<file path="src/queue_defines.vh">
// constants and field layout of the queued serial command engine
`ifndef QUEUE_DEFINES_VH
`define QUEUE_DEFINES_VH
`define RX_REGION 2'h0
`define TX_REGION 2'h1
`define CMD_REGION 3'h4
`define SIZE_BYTE 2'h0
`define SIZE_WORD 2'h1
`define SIZE_LONG 2'h2
`define CMD_HOLD 7
`define CMD_WIDE 6
`define CMD_POST 5
`define CMD_LEAD 4
`define SHORT_WORD_BITS 5'h08
`define FULL_WORD_BITS 5'h10
`define STD_POST_DELAY 14'h0011
`define POST_DELAY_SHIFT 5
`define POST_DELAY_ZERO 14'h2000
`define MIN_BAUD 8'h02
`define FIFO_DEPTH 16
`define FIFO_ADDR 4
`define ENTRY_WIDTH 20
`endif

</file>
<file path="src/queue_fifo.v">
// first-in first-out buffer with valid and ready on both sides
`timescale 1ns/1ps
module queue_fifo #(
  parameter WIDTH = 20,
  parameter DEPTH = 16,
  parameter ADDR = 4
) (
  input wire clk,
  input wire reset,
  input wire inValid,
  output wire inReady,
  input wire [WIDTH-1:0] inData,
  output wire outValid,
  input wire outReady,
  output wire [WIDTH-1:0] outData
);
  reg [WIDTH-1:0] store [0:DEPTH-1];
  reg [ADDR-1:0] writePtr;
  reg [ADDR-1:0] readPtr;
  reg [ADDR:0] count;
  wire push;
  wire pop;
  localparam [ADDR:0] FULL_COUNT = DEPTH;

  assign inReady = (count != FULL_COUNT);
  assign outValid = (count != {(ADDR+1){1'b0}});
  assign outData = store[readPtr];
  assign push = inValid && inReady;
  assign pop = outValid && outReady;

  always @(posedge clk) begin
    if (push) begin
      store[writePtr] <= inData;
    end
  end

  always @(posedge clk) begin
    if (reset) begin
      writePtr <= {ADDR{1'b0}};
      readPtr <= {ADDR{1'b0}};
      count <= {(ADDR+1){1'b0}};
    end else begin
      if (push) begin
        writePtr <= writePtr + 1'b1;
      end
      if (pop) begin
        readPtr <= readPtr + 1'b1;
      end
      if (push && !pop) begin
        count <= count + 1'b1;
      end else if (pop && !push) begin
        count <= count - 1'b1;
      end
    end
  end
endmodule // queue_fifo

</file>
<file path="src/queued_serial_command_ram.v">
// queue memories and command engine of the queued serial master
`timescale 1ns/1ps
`include "queue_defines.vh"
module queued_serial_command_ram #(
  parameter [13:0] POST_DELAY_ZERO_CYCLES = `POST_DELAY_ZERO
) (
  input wire clk,
  input wire reset,
  input wire hostSelect,
  input wire hostWrite,
  input wire [1:0] hostSize,
  input wire [6:0] hostAddr,
  input wire [31:0] hostWriteData,
  output reg [31:0] hostReadData,
  output reg hostAck,
  input wire serialEnable,
  input wire masterMode,
  input wire restartQueue,
  input wire [3:0] queueStartPointer,
  input wire [3:0] queueEndPointer,
  input wire wrapEnable,
  input wire wrapToStart,
  input wire [3:0] bitsPerTransfer,
  input wire clockPolarity,
  input wire clockPhase,
  input wire [7:0] baudDivider,
  input wire [7:0] postTransferDelayCount,
  input wire [6:0] selectToClockDelayCount,
  input wire [3:0] serialPortPinData,
  input wire selectZeroIsOutput,
  input wire clearFinished,
  input wire clearModeFault,
  output reg [3:0] completedQueuePointer,
  output reg queueFinishedFlag,
  output reg modeFaultFlag,
  output wire queueBusy,
  output reg serialClock,
  output wire masterOut,
  input wire masterIn,
  output reg [3:0] peripheralSelect,
  output wire [3:0] peripheralSelectOe,
  input wire peripheralSelectZeroIn
);
  // ==========================================================
  // state and storage
  localparam [4:0] S_IDLE = 5'h01;
  localparam [4:0] S_FETCH = 5'h02;
  localparam [4:0] S_LEAD = 5'h04;
  localparam [4:0] S_SHIFT = 5'h08;
  localparam [4:0] S_TRAIL = 5'h10;

  reg [15:0] rxRam [0:15];
  reg [15:0] txRam [0:15];
  reg [7:0] cmdRam [0:15];
  reg [4:0] state;
  reg [3:0] ptr;
  reg [7:0] cmd;
  reg [15:0] shiftOut;
  reg [15:0] shiftIn;
  reg [4:0] bitLen;
  reg [5:0] edgeCount;
  reg [7:0] halfCount;
  reg [13:0] delayCount;
  reg pushPending;
  reg restartPending;
  reg misoMeta;
  reg misoSync;
  reg slaveSelMeta;
  reg slaveSelSync;
  integer i;

  // ==========================================================
  // host access decode
  wire rxHit = hostSelect && (hostAddr[6:5] == `RX_REGION);
  wire txHit = hostSelect && (hostAddr[6:5] == `TX_REGION);
  wire cmdHit = hostSelect && (hostAddr[6:4] == `CMD_REGION);
  wire isByte = (hostSize == `SIZE_BYTE);
  wire isLong = (hostSize == `SIZE_LONG);
  wire [15:0] rxHiEn;
  wire [15:0] rxLoEn;
  wire [15:0] txHiEn;
  wire [15:0] txLoEn;
  wire [15:0] cmdEn;
  wire [15:0] wordData [0:15];
  wire [7:0] byteData [0:15];

  genvar g;
  generate
    for (g = 0; g < 16; g = g + 1) begin : lanes
      localparam [3:0] idx = g;
      wire wordHit = isLong ? (hostAddr[4:2] == idx[3:1]) :
                              (hostAddr[4:1] == idx);
      wire hiLane = wordHit && (!isByte || !hostAddr[0]);
      wire loLane = wordHit && (!isByte || hostAddr[0]);
      wire byteHit = isLong ? (hostAddr[3:2] == idx[3:2]) :
                     isByte ? (hostAddr[3:0] == idx) :
                              (hostAddr[3:1] == idx[3:1]);
      // big-endian lanes: lower address carries the upper byte
      assign rxHiEn[g] = hostWrite && rxHit && hiLane;
      assign rxLoEn[g] = hostWrite && rxHit && loLane;
      assign txHiEn[g] = hostWrite && txHit && hiLane;
      assign txLoEn[g] = hostWrite && txHit && loLane;
      assign cmdEn[g] = hostWrite && cmdHit && byteHit;
      assign wordData[g] = isLong ?
        (idx[0] ? hostWriteData[15:0] : hostWriteData[31:16]) :
        (isByte ? {2{hostWriteData[7:0]}} : hostWriteData[15:0]);
      assign byteData[g] = isLong ?
        hostWriteData[31-8*g%32 -: 8] :
        (isByte || idx[0]) ? hostWriteData[7:0] : hostWriteData[15:8];
    end
  endgenerate

  // ==========================================================
  // received word buffer between shifter and receive memory
  wire fifoInReady;
  wire fifoOutValid;
  wire [19:0] fifoOutData;
  wire drainReady = !(|rxHiEn || |rxLoEn);
  wire drain = fifoOutValid && drainReady;

  queue_fifo #(
    .WIDTH(`ENTRY_WIDTH),
    .DEPTH(`FIFO_DEPTH),
    .ADDR(`FIFO_ADDR)
  ) rxBuffer (
    .clk(clk),
    .reset(reset),
    .inValid(pushPending),
    .inReady(fifoInReady),
    .inData({ptr, shiftIn}),
    .outValid(fifoOutValid),
    .outReady(drainReady),
    .outData(fifoOutData)
  );

  // ==========================================================
  // memories
  always @(posedge clk) begin
    for (i = 0; i < 16; i = i + 1) begin
      if (rxHiEn[i]) begin
        rxRam[i][15:8] <= wordData[i][15:8];
      end
      if (rxLoEn[i]) begin
        rxRam[i][7:0] <= wordData[i][7:0];
      end
      if (drain && fifoOutData[19:16] == i[3:0]) begin
        rxRam[i] <= fifoOutData[15:0];
      end
      if (txHiEn[i]) begin
        txRam[i][15:8] <= wordData[i][15:8];
      end
      if (txLoEn[i]) begin
        txRam[i][7:0] <= wordData[i][7:0];
      end
      if (cmdEn[i]) begin
        cmdRam[i] <= byteData[i];
      end
    end
  end

  // ==========================================================
  // host read path
  reg [31:0] readValue;
  reg [15:0] readWordA;
  reg [15:0] readWordB;
  reg [3:0] wordIdx;
  reg [3:0] cmdIdx;

  always @* begin
    wordIdx = isLong ? {hostAddr[4:2], 1'b0} : hostAddr[4:1];
    cmdIdx = isLong ? {hostAddr[3:2], 2'b00} : {hostAddr[3:1], 1'b0};
    readWordA = 16'h0000;
    readWordB = 16'h0000;
    readValue = 32'h0000_0000;
    if (rxHit || txHit) begin
      readWordA = rxHit ? rxRam[wordIdx] : txRam[wordIdx];
      readWordB = rxHit ? rxRam[wordIdx | 4'h1] : txRam[wordIdx | 4'h1];
      if (isLong) begin
        readValue = {readWordA, readWordB};
      end else if (isByte) begin
        readValue = {24'h00_0000,
                     hostAddr[0] ? readWordA[7:0] : readWordA[15:8]};
      end else begin
        readValue = {16'h0000, readWordA};
      end
    end else if (cmdHit) begin
      if (isLong) begin
        readValue = {cmdRam[cmdIdx], cmdRam[cmdIdx | 4'h1],
                     cmdRam[cmdIdx | 4'h2], cmdRam[cmdIdx | 4'h3]};
      end else if (isByte) begin
        readValue = {24'h00_0000, cmdRam[hostAddr[3:0]]};
      end else begin
        readValue = {16'h0000, cmdRam[cmdIdx], cmdRam[cmdIdx | 4'h1]};
      end
    end
  end

  always @(posedge clk) begin
    if (reset) begin
      hostAck <= 1'b0;
      hostReadData <= 32'h0000_0000;
    end else begin
      hostAck <= hostSelect;
      if (hostSelect && !hostWrite) begin
        hostReadData <= readValue;
      end
    end
  end

  // ==========================================================
  // pin synchronisers
  always @(posedge clk) begin
    if (reset) begin
      misoMeta <= 1'b0;
      misoSync <= 1'b0;
      slaveSelMeta <= 1'b1;
      slaveSelSync <= 1'b1;
    end else begin
      misoMeta <= masterIn;
      misoSync <= misoMeta;
      slaveSelMeta <= peripheralSelectZeroIn;
      slaveSelSync <= slaveSelMeta;
    end
  end

  // ==========================================================
  // command engine
  wire active = serialEnable && masterMode && (baudDivider >= `MIN_BAUD);
  wire [7:0] nextCmd = cmdRam[ptr];
  wire [4:0] wideLen = (bitsPerTransfer == 4'h0) ? `FULL_WORD_BITS :
                       {1'b0, bitsPerTransfer};
  wire [4:0] nextLen = nextCmd[`CMD_WIDE] ? wideLen :
                       `SHORT_WORD_BITS;
  wire [13:0] leadDelay = !nextCmd[`CMD_LEAD] ? {6'h00, baudDivider} :
    (selectToClockDelayCount == 7'h00) ? 14'h0001 :
    {7'h00, selectToClockDelayCount};
  wire [13:0] postDelay = !cmd[`CMD_POST] ? `STD_POST_DELAY :
    (postTransferDelayCount == 8'h00) ? POST_DELAY_ZERO_CYCLES :
    {1'b0, postTransferDelayCount, 5'h00};
  wire [5:0] lastEdge = {bitLen, 1'b0} - 6'h01;
  wire leading = !edgeCount[0];
  wire trailDone = (state == S_TRAIL) && (delayCount == 14'h0001);
  wire finishEvent = trailDone && (ptr == queueEndPointer);
  wire faultEvent = serialEnable && masterMode && !selectZeroIsOutput &&
                    !slaveSelSync;

  assign queueBusy = (state != S_IDLE);
  assign masterOut = shiftOut[15];
  assign peripheralSelectOe = (serialEnable && masterMode) ?
                              {3'b111, selectZeroIsOutput} : 4'h0;

  always @(posedge clk) begin
    if (reset) begin
      state <= S_IDLE;
      ptr <= 4'h0;
      cmd <= 8'h00;
      shiftOut <= 16'h0000;
      shiftIn <= 16'h0000;
      bitLen <= `SHORT_WORD_BITS;
      edgeCount <= 6'h00;
      halfCount <= 8'h00;
      delayCount <= 14'h0000;
      pushPending <= 1'b0;
      restartPending <= 1'b0;
      completedQueuePointer <= 4'h0;
      serialClock <= 1'b0;
      peripheralSelect <= 4'h0;
    end else if (!active || modeFaultFlag) begin
      state <= S_IDLE;
      pushPending <= 1'b0;
      restartPending <= 1'b0;
      serialClock <= clockPolarity;
      peripheralSelect <= serialPortPinData;
    end else begin
      if (restartQueue && state != S_IDLE) begin
        restartPending <= 1'b1;
      end
      case (state)
        S_IDLE: begin
          serialClock <= clockPolarity;
          if (restartQueue) begin
            ptr <= queueStartPointer;
            state <= S_FETCH;
          end
        end
        S_FETCH: begin
          // wait for buffer room so a finished word is never dropped
          if (fifoInReady) begin
            cmd <= nextCmd;
            shiftOut <= txRam[ptr] << (5'h10 - nextLen);
            shiftIn <= 16'h0000;
            bitLen <= nextLen;
            // first serial edge lands exactly the lead delay after the selects
            delayCount <= leadDelay - 14'h0001;
            edgeCount <= 6'h00;
            halfCount <= 8'h01;
            peripheralSelect <= nextCmd[3:0];
            state <= (leadDelay == 14'h0001) ? S_SHIFT : S_LEAD;
          end
        end
        S_LEAD: begin
          if (delayCount == 14'h0001) begin
            state <= S_SHIFT;
          end else begin
            delayCount <= delayCount - 14'h0001;
          end
        end
        S_SHIFT: begin
          if (halfCount == 8'h01) begin
            halfCount <= baudDivider;
            serialClock <= ~serialClock;
            edgeCount <= edgeCount + 6'h01;
            if (leading ^ clockPhase) begin
              shiftIn <= {shiftIn[14:0], misoSync};
            end else if (!(clockPhase && edgeCount == 6'h00)) begin
              shiftOut <= {shiftOut[14:0], 1'b0};
            end
            if (edgeCount == lastEdge) begin
              pushPending <= 1'b1;
              delayCount <= postDelay;
              state <= S_TRAIL;
            end
          end else begin
            halfCount <= halfCount - 8'h01;
          end
        end
        S_TRAIL: begin
          if (pushPending) begin
            completedQueuePointer <= ptr;
          end
          pushPending <= 1'b0;
          if (!cmd[`CMD_HOLD]) begin
            peripheralSelect <= serialPortPinData;
          end
          if (trailDone) begin
            restartPending <= 1'b0;
            state <= S_FETCH;
            if (restartPending) begin
              ptr <= queueStartPointer;
            end else if (ptr == queueEndPointer) begin
              if (wrapEnable) begin
                ptr <= wrapToStart ? queueStartPointer : 4'h0;
              end else begin
                state <= S_IDLE;
              end
            end else begin
              ptr <= ptr + 4'h1;
            end
          end else begin
            delayCount <= delayCount - 14'h0001;
          end
        end
        default: begin
          state <= S_IDLE;
        end
      endcase
    end
  end

  // ==========================================================
  // status flags, a set in the clearing cycle wins
  always @(posedge clk) begin
    if (reset) begin
      queueFinishedFlag <= 1'b0;
      modeFaultFlag <= 1'b0;
    end else begin
      if (finishEvent) begin
        queueFinishedFlag <= 1'b1;
      end else if (clearFinished) begin
        queueFinishedFlag <= 1'b0;
      end
      if (faultEvent) begin
        modeFaultFlag <= 1'b1;
      end else if (clearModeFault) begin
        modeFaultFlag <= 1'b0;
      end
    end
  end
endmodule // queued_serial_command_ram

</file>
<file path="config.mk">
export PLATFORM = sky130hd
export DESIGN_NAME = queued_serial_command_ram
export DESIGN_NICKNAME = d
export VERILOG_FILES = /design/src/queue_fifo.v /design/src/queued_serial_command_ram.v
export VERILOG_INCLUDE_DIRS = /design/src
export SDC_FILE = /design/constraint.sdc
export NUM_CORES = 2
export LEC_CHECK = 0
export CAP_MARGIN = 20
export CORE_UTILIZATION = 55
export DETAILED_ROUTE_END_ITERATION = 12
export DONT_BUFFER_PORTS = 1
export PLACE_DENSITY = 0.71
export SLEW_MARGIN = 0
export SYNTH_ARGS = -nofsm -noshare
export SYNTH_HDL_FRONTEND = slang
export SYNTH_HIERARCHICAL = 1
export SYNTH_SLANG_ARGS = --single-unit
</file>
<file path="constraint.sdc">
create_clock -name clk -period 10.45 [get_ports clk]
set_input_delay 2.09 -clock clk [delete_from_list [all_inputs] [get_ports clk]]
set_output_delay 2.09 -clock clk [all_outputs]
set_load 0.03 [all_outputs]
</file>
## Word-level counts from Yosys, hierarchy flattened

Memories as Yosys holds them, arrays and structs flattened. A register that Yosys moved wholly into a read port is not among the register bits.
Cells that the tools add are included.

| word-level totals | value |
|---|---|
| RAM bits | 960 |
| flip-flop bits (word level) | 145 |
| bits of input ports | 96 |
| output and inout port bits | 50 |
| memories | 4 |
| logic and storage cells | 891 |

| operators by class | value |
|---|---|
| equal/unequal tests | 92 |
| shifts and indexed selects | 1 |
| multiplexer cells | 483 |
| reduce and logical (&&, ||, !) cells | 239 |
| add/sub/neg operators | 11 |
| bitwise operators | 35 |
| order comparisons | 1 |

Memory list:

| name | depth | bits a word | rd ports | clocked after Yosys merged registers in | wr ports | line | source |
|---|---|---|---|---|---|---|---|
| rxBuffer.store | 16 | 20 | 1 | 1 | 1 | queue_fifo.v:17 | `reg [WIDTH-1:0] store [0:DEPTH-1];` |
| rxRam | 16 | 16 | 2 | 0 | 2 | queued_serial_command_ram.v:52 | `reg [15:0] rxRam [0:15];` |
| txRam | 16 | 16 | 3 | 1 | 2 | queued_serial_command_ram.v:53 | `reg [15:0] txRam [0:15];` |
| cmdRam | 16 | 8 | 6 | 1 | 4 | queued_serial_command_ram.v:54 | `reg [7:0] cmdRam [0:15];` |

Operator list:

| cell | count |
|---|---|
| 16-bit two-way mux | 42 |
| 16-bit OR reduction | 30 |
| 8-bit two-way mux | 52 |
| 1-bit two-way mux | 266 |
| 4-bit two-way mux | 57 |
| 1-bit logical AND | 147 |
| 32-bit two-way mux | 4 |
| 14-bit two-way mux | 7 |
| 4-bit == test (second input constant) | 24 |
| 8-bit OR reduction | 12 |
| 2-bit two-way mux | 32 |
| 16-bit case mux with 2 select lines | 2 |
| 14-bit case mux with 4 select lines | 1 |
| 5-bit two-way mux | 10 |
| 4-bit by 3-bit == test with 1-bit output (second input constant) | 12 |
| 1-bit bitwise OR | 32 |
| 3-bit == test (second input constant) | 9 |
| 5-bit case mux with 5 select lines | 1 |
| 4-bit by 2-bit == test with 1-bit output (second input constant) | 6 |
| 2-bit inequality test (second input constant) | 10 |
| 8-bit by 1-bit == test with 1-bit output (second input constant) | 2 |
| 4-bit logical NOT | 4 |
| 4-bit case mux with 2 select lines | 2 |
| 8-bit case mux with 2 select lines | 1 |
| other kinds (54) | 97 |

## Longest topological paths before layout

| logic depth | value |
|---|---|
| depth after elaboration | 21 |
| depth in mapped cells | 15 |
| gate-level depth less buffers | 13 |

## Cells and area by module

Netlist, hierarchy kept.

Modules (own cells, without submodules):

| module | cells an instance | area an instance (um^2) | times used |
|---|---|---|---|
| queued_serial_command_ram | 2,977 | 40,908.0 | 1 |
| queue_fifo | 601 | 12,928.6 | 1 |

## Worst setup path after synthesis

Ideal clock, no wire load.

| timing | value |
|---|---|
| path type | input port to flip-flop |
| start | input hostSize[1] |
| end | memory txRam[10][10], enable pin |
| data arrival time | 4,563 ps |
| cell stages on the path | 12 |
| slack | 5,503 ps |
| required time | 10,067 ps |
| library setup time | 383 ps |
| cell sequence | buf_2 nand2b_1 buf_6 nand2_1 buf_4 buf_6 buf_4 buf_4 buf_2 nand2_1 clkbuf_1 nor3_1 |

RTL lines:

| what | line | source |
|---|---|---|
| from (decl) | queued_serial_command_ram.v:11 | `input wire [1:0] hostSize,` |
| to (decl) | queued_serial_command_ram.v:53 |  |

==> results.md <==
* Die W at 315 um
* R2R setup slack at 5.05 ns
* DP HPWL at 111000 um
* Worst Setup Slack, final at 4.95 ns
* Clock Tree Buf Depth at 3
* Post-Syn Nets at 3695
* Slowest cell on the critical path: o21ai_0
* Crit end category: flop
* Worst-skew pair later-pin latency at 0.75 ns
* Pin count of the biggest net entering global routing at 201
* Total GRT Usage at 33.8%
* Detailed Route WL at 168000 um
* Finished Layout Cells at 4889
* Final ANT Viol Nets at 0
* Post-layout nets at 3629
* Final Critical Period at 5.50 ns
* Critical Path Max Stage Delay at 1.09 ns
* Vias in the first global route at 34100
* Peak VDD IR at 157 uV
* Sequential area share after synthesis at 59.0%
* CTS root buf: clkbuf_16
* I/O Buffers at 0
* Syn-to-layout area delta at 9.22%
* Outcome: finished, violations left
* GRT overflow at 0
* Hold violation total from the final report at 0
* Min-Delay Path Class: reg2reg
* Slew @ Worst Pin at 1.17 ns
* Post-CTS Resized at 0
* Final setup violation count at 0
* Hold depth at 1
* Leading area contributor after synthesis: edfxtp_1
* H-Tree Level Count at 3
* # IOs at 146
* LEAKAGE at 0.0187 uW
* DR iter-0 viols at 5417
* Routed len/inst at 34.3 um
* RSZ-0062 raised after global routing: no
* Max-Cap Viols at 0
* Pre-Repair DR Iteration Count at 10
* Pre-CTS setup slack at 4.40 ns
* Normalized max-slew margin at 21.8%
* DR vias/cell at 7.14
* Ys Warns at 6
* Clock sink count at 1107
* End of the worst hold path: slaveSelSync$_SDFF_PP1_
* CP Launch Type: primary input
* Placed insts at 4665
* Failing checks: design-rule violations
* Crit-path leading delay family: simple AND/OR/NAND/NOR gates
* Synthesized area at 0.0538 mm2
* Area of the die at 0.0991 mm2
* Max Clock Freq at 182 MHz
* Fraction of registers with async set/reset at 0%
* Number of synthesized register bits at 1107
* Fin Setup TNS at 0 ns
* Tot Pwr at 11400 uW
* Most used DFF post-synth: edfxtp_1
* Hold-fix buffers, CTS at 0
* Library cells used by synthesis at 92
* Core Box Area at 0.0969 mm2
* Skew final at 0.0667 ns
* Worst reg2reg path depth at 8
* CP required at 10.76 ns
* Chip height at 315 um
* Power Density at 193 mW/mm2
* Slew Viols, Final at 0
* Tcrit/Tclk final at 52.6%
* Fraction of layout cells with a size suffix above 1 at 26.1%
* Hold WS at 0.415 ns
* RD Place Congestion at 1.02
* Synth area leaders: edfxtp_1, mux4_2, dfxtp_1
* # DRC at 40
* Total setup buffers inserted after CTS at 0
* Worst Hold Launch: slaveSelMeta$_SDFF_PP1_
* First-pass GRT wire length at 240000 um
* CTS tree: built
* Mapped Avg Cell Area at 15.0 um2
* Post-synth EDFFs at 960
* DR vias at 34900
* CP Buf/Inv Count at 1
* Clock slew at reported path FFs at 0.06 ns
* Initial antenna violation count at 16
* Synth Instances at 3578
* R2r endpoint: rxRam[8][12]$_DFFE_PP_
* Initial core utilization at 55.6%
* Cell Rows at 114
* Cell-by-cell trace of the critical path: nand2b_1 > nand2_4 > buf_4 > nand2_1 > o21ai_0
* Total CTS buffers at 112
* Max FO, Critical Path at 42
* Synth top area share at 53.5%
* CP Class: in2reg
* Worst Path Arrival at 5.81 ns
routing by layer:
| layer | vias to the layer above | track usage, % | part of all wire [%] |
|---|---|---|---|
| li1 | 14200 | - | - |
| met1 | 17900 | 47.2 | 37 |
| met2 | 2458 | 50.2 | 45 |
| met3 | 358 | 9.99 | 14 |
| met4 | 8 | 13.4 | 4.0 |
| met5 | - | 0 | 0.039 |
where the power goes:
part	total [uW]	internal (uW)	switching, uW
registers	5210	5050	158
clock network	4080	2310	1770
logic	2090	781	1300
through the flow:
step	area, um2	util, %
2_1_floorplan	53800	-
3_3_place_gp	54900	56.7
3_5_place_dp	55000	56.8
4_1_cts	58700	60.6
5_1_grt	58800	60.7
6_report	58800	60.7
cells in the final DEF (no fill, tap or decap), types with 114 or more instances in the layout:
| master | instances |
|---|---|
| edfxtp_1 | 960 |
| mux4_2 | 379 |
| nor2_1 | 294 |
| mux2_2 | 236 |
| nand2_1 | 183 |
| mux2i_1 | 163 |
| dfxtp_1 | 142 |
| a21oi_1 | 139 |
| a22oi_1 | 117 |
| clkbuf_16 | 114 |
cell families (layout without fill, tap and decap cells):
family,Yosys count,after routing,share of synthesized area [%]
AO/OA/AOI/OAI,545,545,6.77
XOR/XNOR,45,45,0.732
adder cells (fa/ha/maj),21,21,0.502
buffers and inverters,325,356,2.72
flip-flops,1107,1107,59.0
multiplexers,778,778,23.8
other,0,4,0
AND/OR/NAND/NOR,757,757,6.44
cell usage after synthesis (6+ instances only):
| cell type | count |
|---|---|
| o22ai_1 | 36 |
| or2_2 | 8 |
| nor3b_1 | 6 |
| inv_1 | 42 |
| nand2_1 | 184 |
| mux2i_1 | 163 |
| xnor2_1 | 14 |
| mux4_2 | 379 |
| clkbuf_1 | 173 |
| a31oi_1 | 13 |
| o21ai_0 | 70 |
| a311oi_1 | 20 |
| edfxtp_1 | 960 |
| buf_2 | 54 |
| or3_1 | 9 |
| buf_6 | 13 |
| nor2_1 | 310 |
| and2_1 | 9 |
| nand2b_1 | 26 |
| o21ai_1 | 9 |
| ha_1 | 20 |
| nor3_1 | 61 |
| nand3_1 | 40 |
| and3_1 | 20 |
| a22oi_1 | 117 |
| mux2_2 | 236 |
| buf_1 | 18 |
| a21oi_1 | 140 |
| o211ai_1 | 12 |
| o21bai_1 | 8 |
| a221oi_1 | 12 |
| xor2_1 | 31 |
| a2111oi_0 | 6 |
| nor4_1 | 16 |
| nor2b_1 | 26 |
| buf_4 | 21 |
| nand4_1 | 11 |
| a211oi_1 | 35 |
| dfxtp_1 | 147 |
registers in the layout (all words and copies together), names as in the netlist, 6 cells and up, named ones only:
name and flops:
delayCount 14, rxRam 256, shiftOut 16, rxBuffer/store 320, txRam 256, hostReadData 32, cmdRam 128, shiftIn 16
edgeCount 6, halfCount 8
worst reg2reg max path, cell delays in order (launching register included):
cell      delay (ns)
dfxtp_4         0.84
buf_4           0.87
mux4_2          0.62
a22oi_1         0.21
nand2_1         0.31
nand2b_1        0.47
or4_1           0.96
o21ai_0         0.50
clkbuf_2        0.29
worst max-delay path by stage:
| stage | depth (start not counted) | endpoint | start |
|---|---|---|---|
| detailed placement | 5 | txRam[10][1]$_DFFE_PP_ | hostSize[0] |
| global placement | 5 | rxRam[4][2]$_DFFE_PP_ | hostSize[0] |
| finish | 5 | rxRam[4][7]$_DFFE_PP_ | hostSize[0] |
| floorplan | 12 | txRam[10][10]$_DFFE_PP_ | hostSize[1] |
| global route | 8 | rxRam[8][11]$_DFFE_PP_ | flop |
| CTS | 7 | rxRam[8][8]$_DFFE_PP_ | flop |
area by class of cell:
class | instances | area (um2)
Sequential cell | 1107 | 31800
Multi-Input combinational cell | 2146 | 20700
Inverter | 45 | 169
Antenna cell | 4 | 10.0
Timing Repair Buffer | 100 | 779
Clock buffer | 145 | 3040
Fill cell | 7010 | 38100
Tap cell | 1276 | 1600
Clock inverter | 66 | 699
Power figures use the tool's default switching activity.
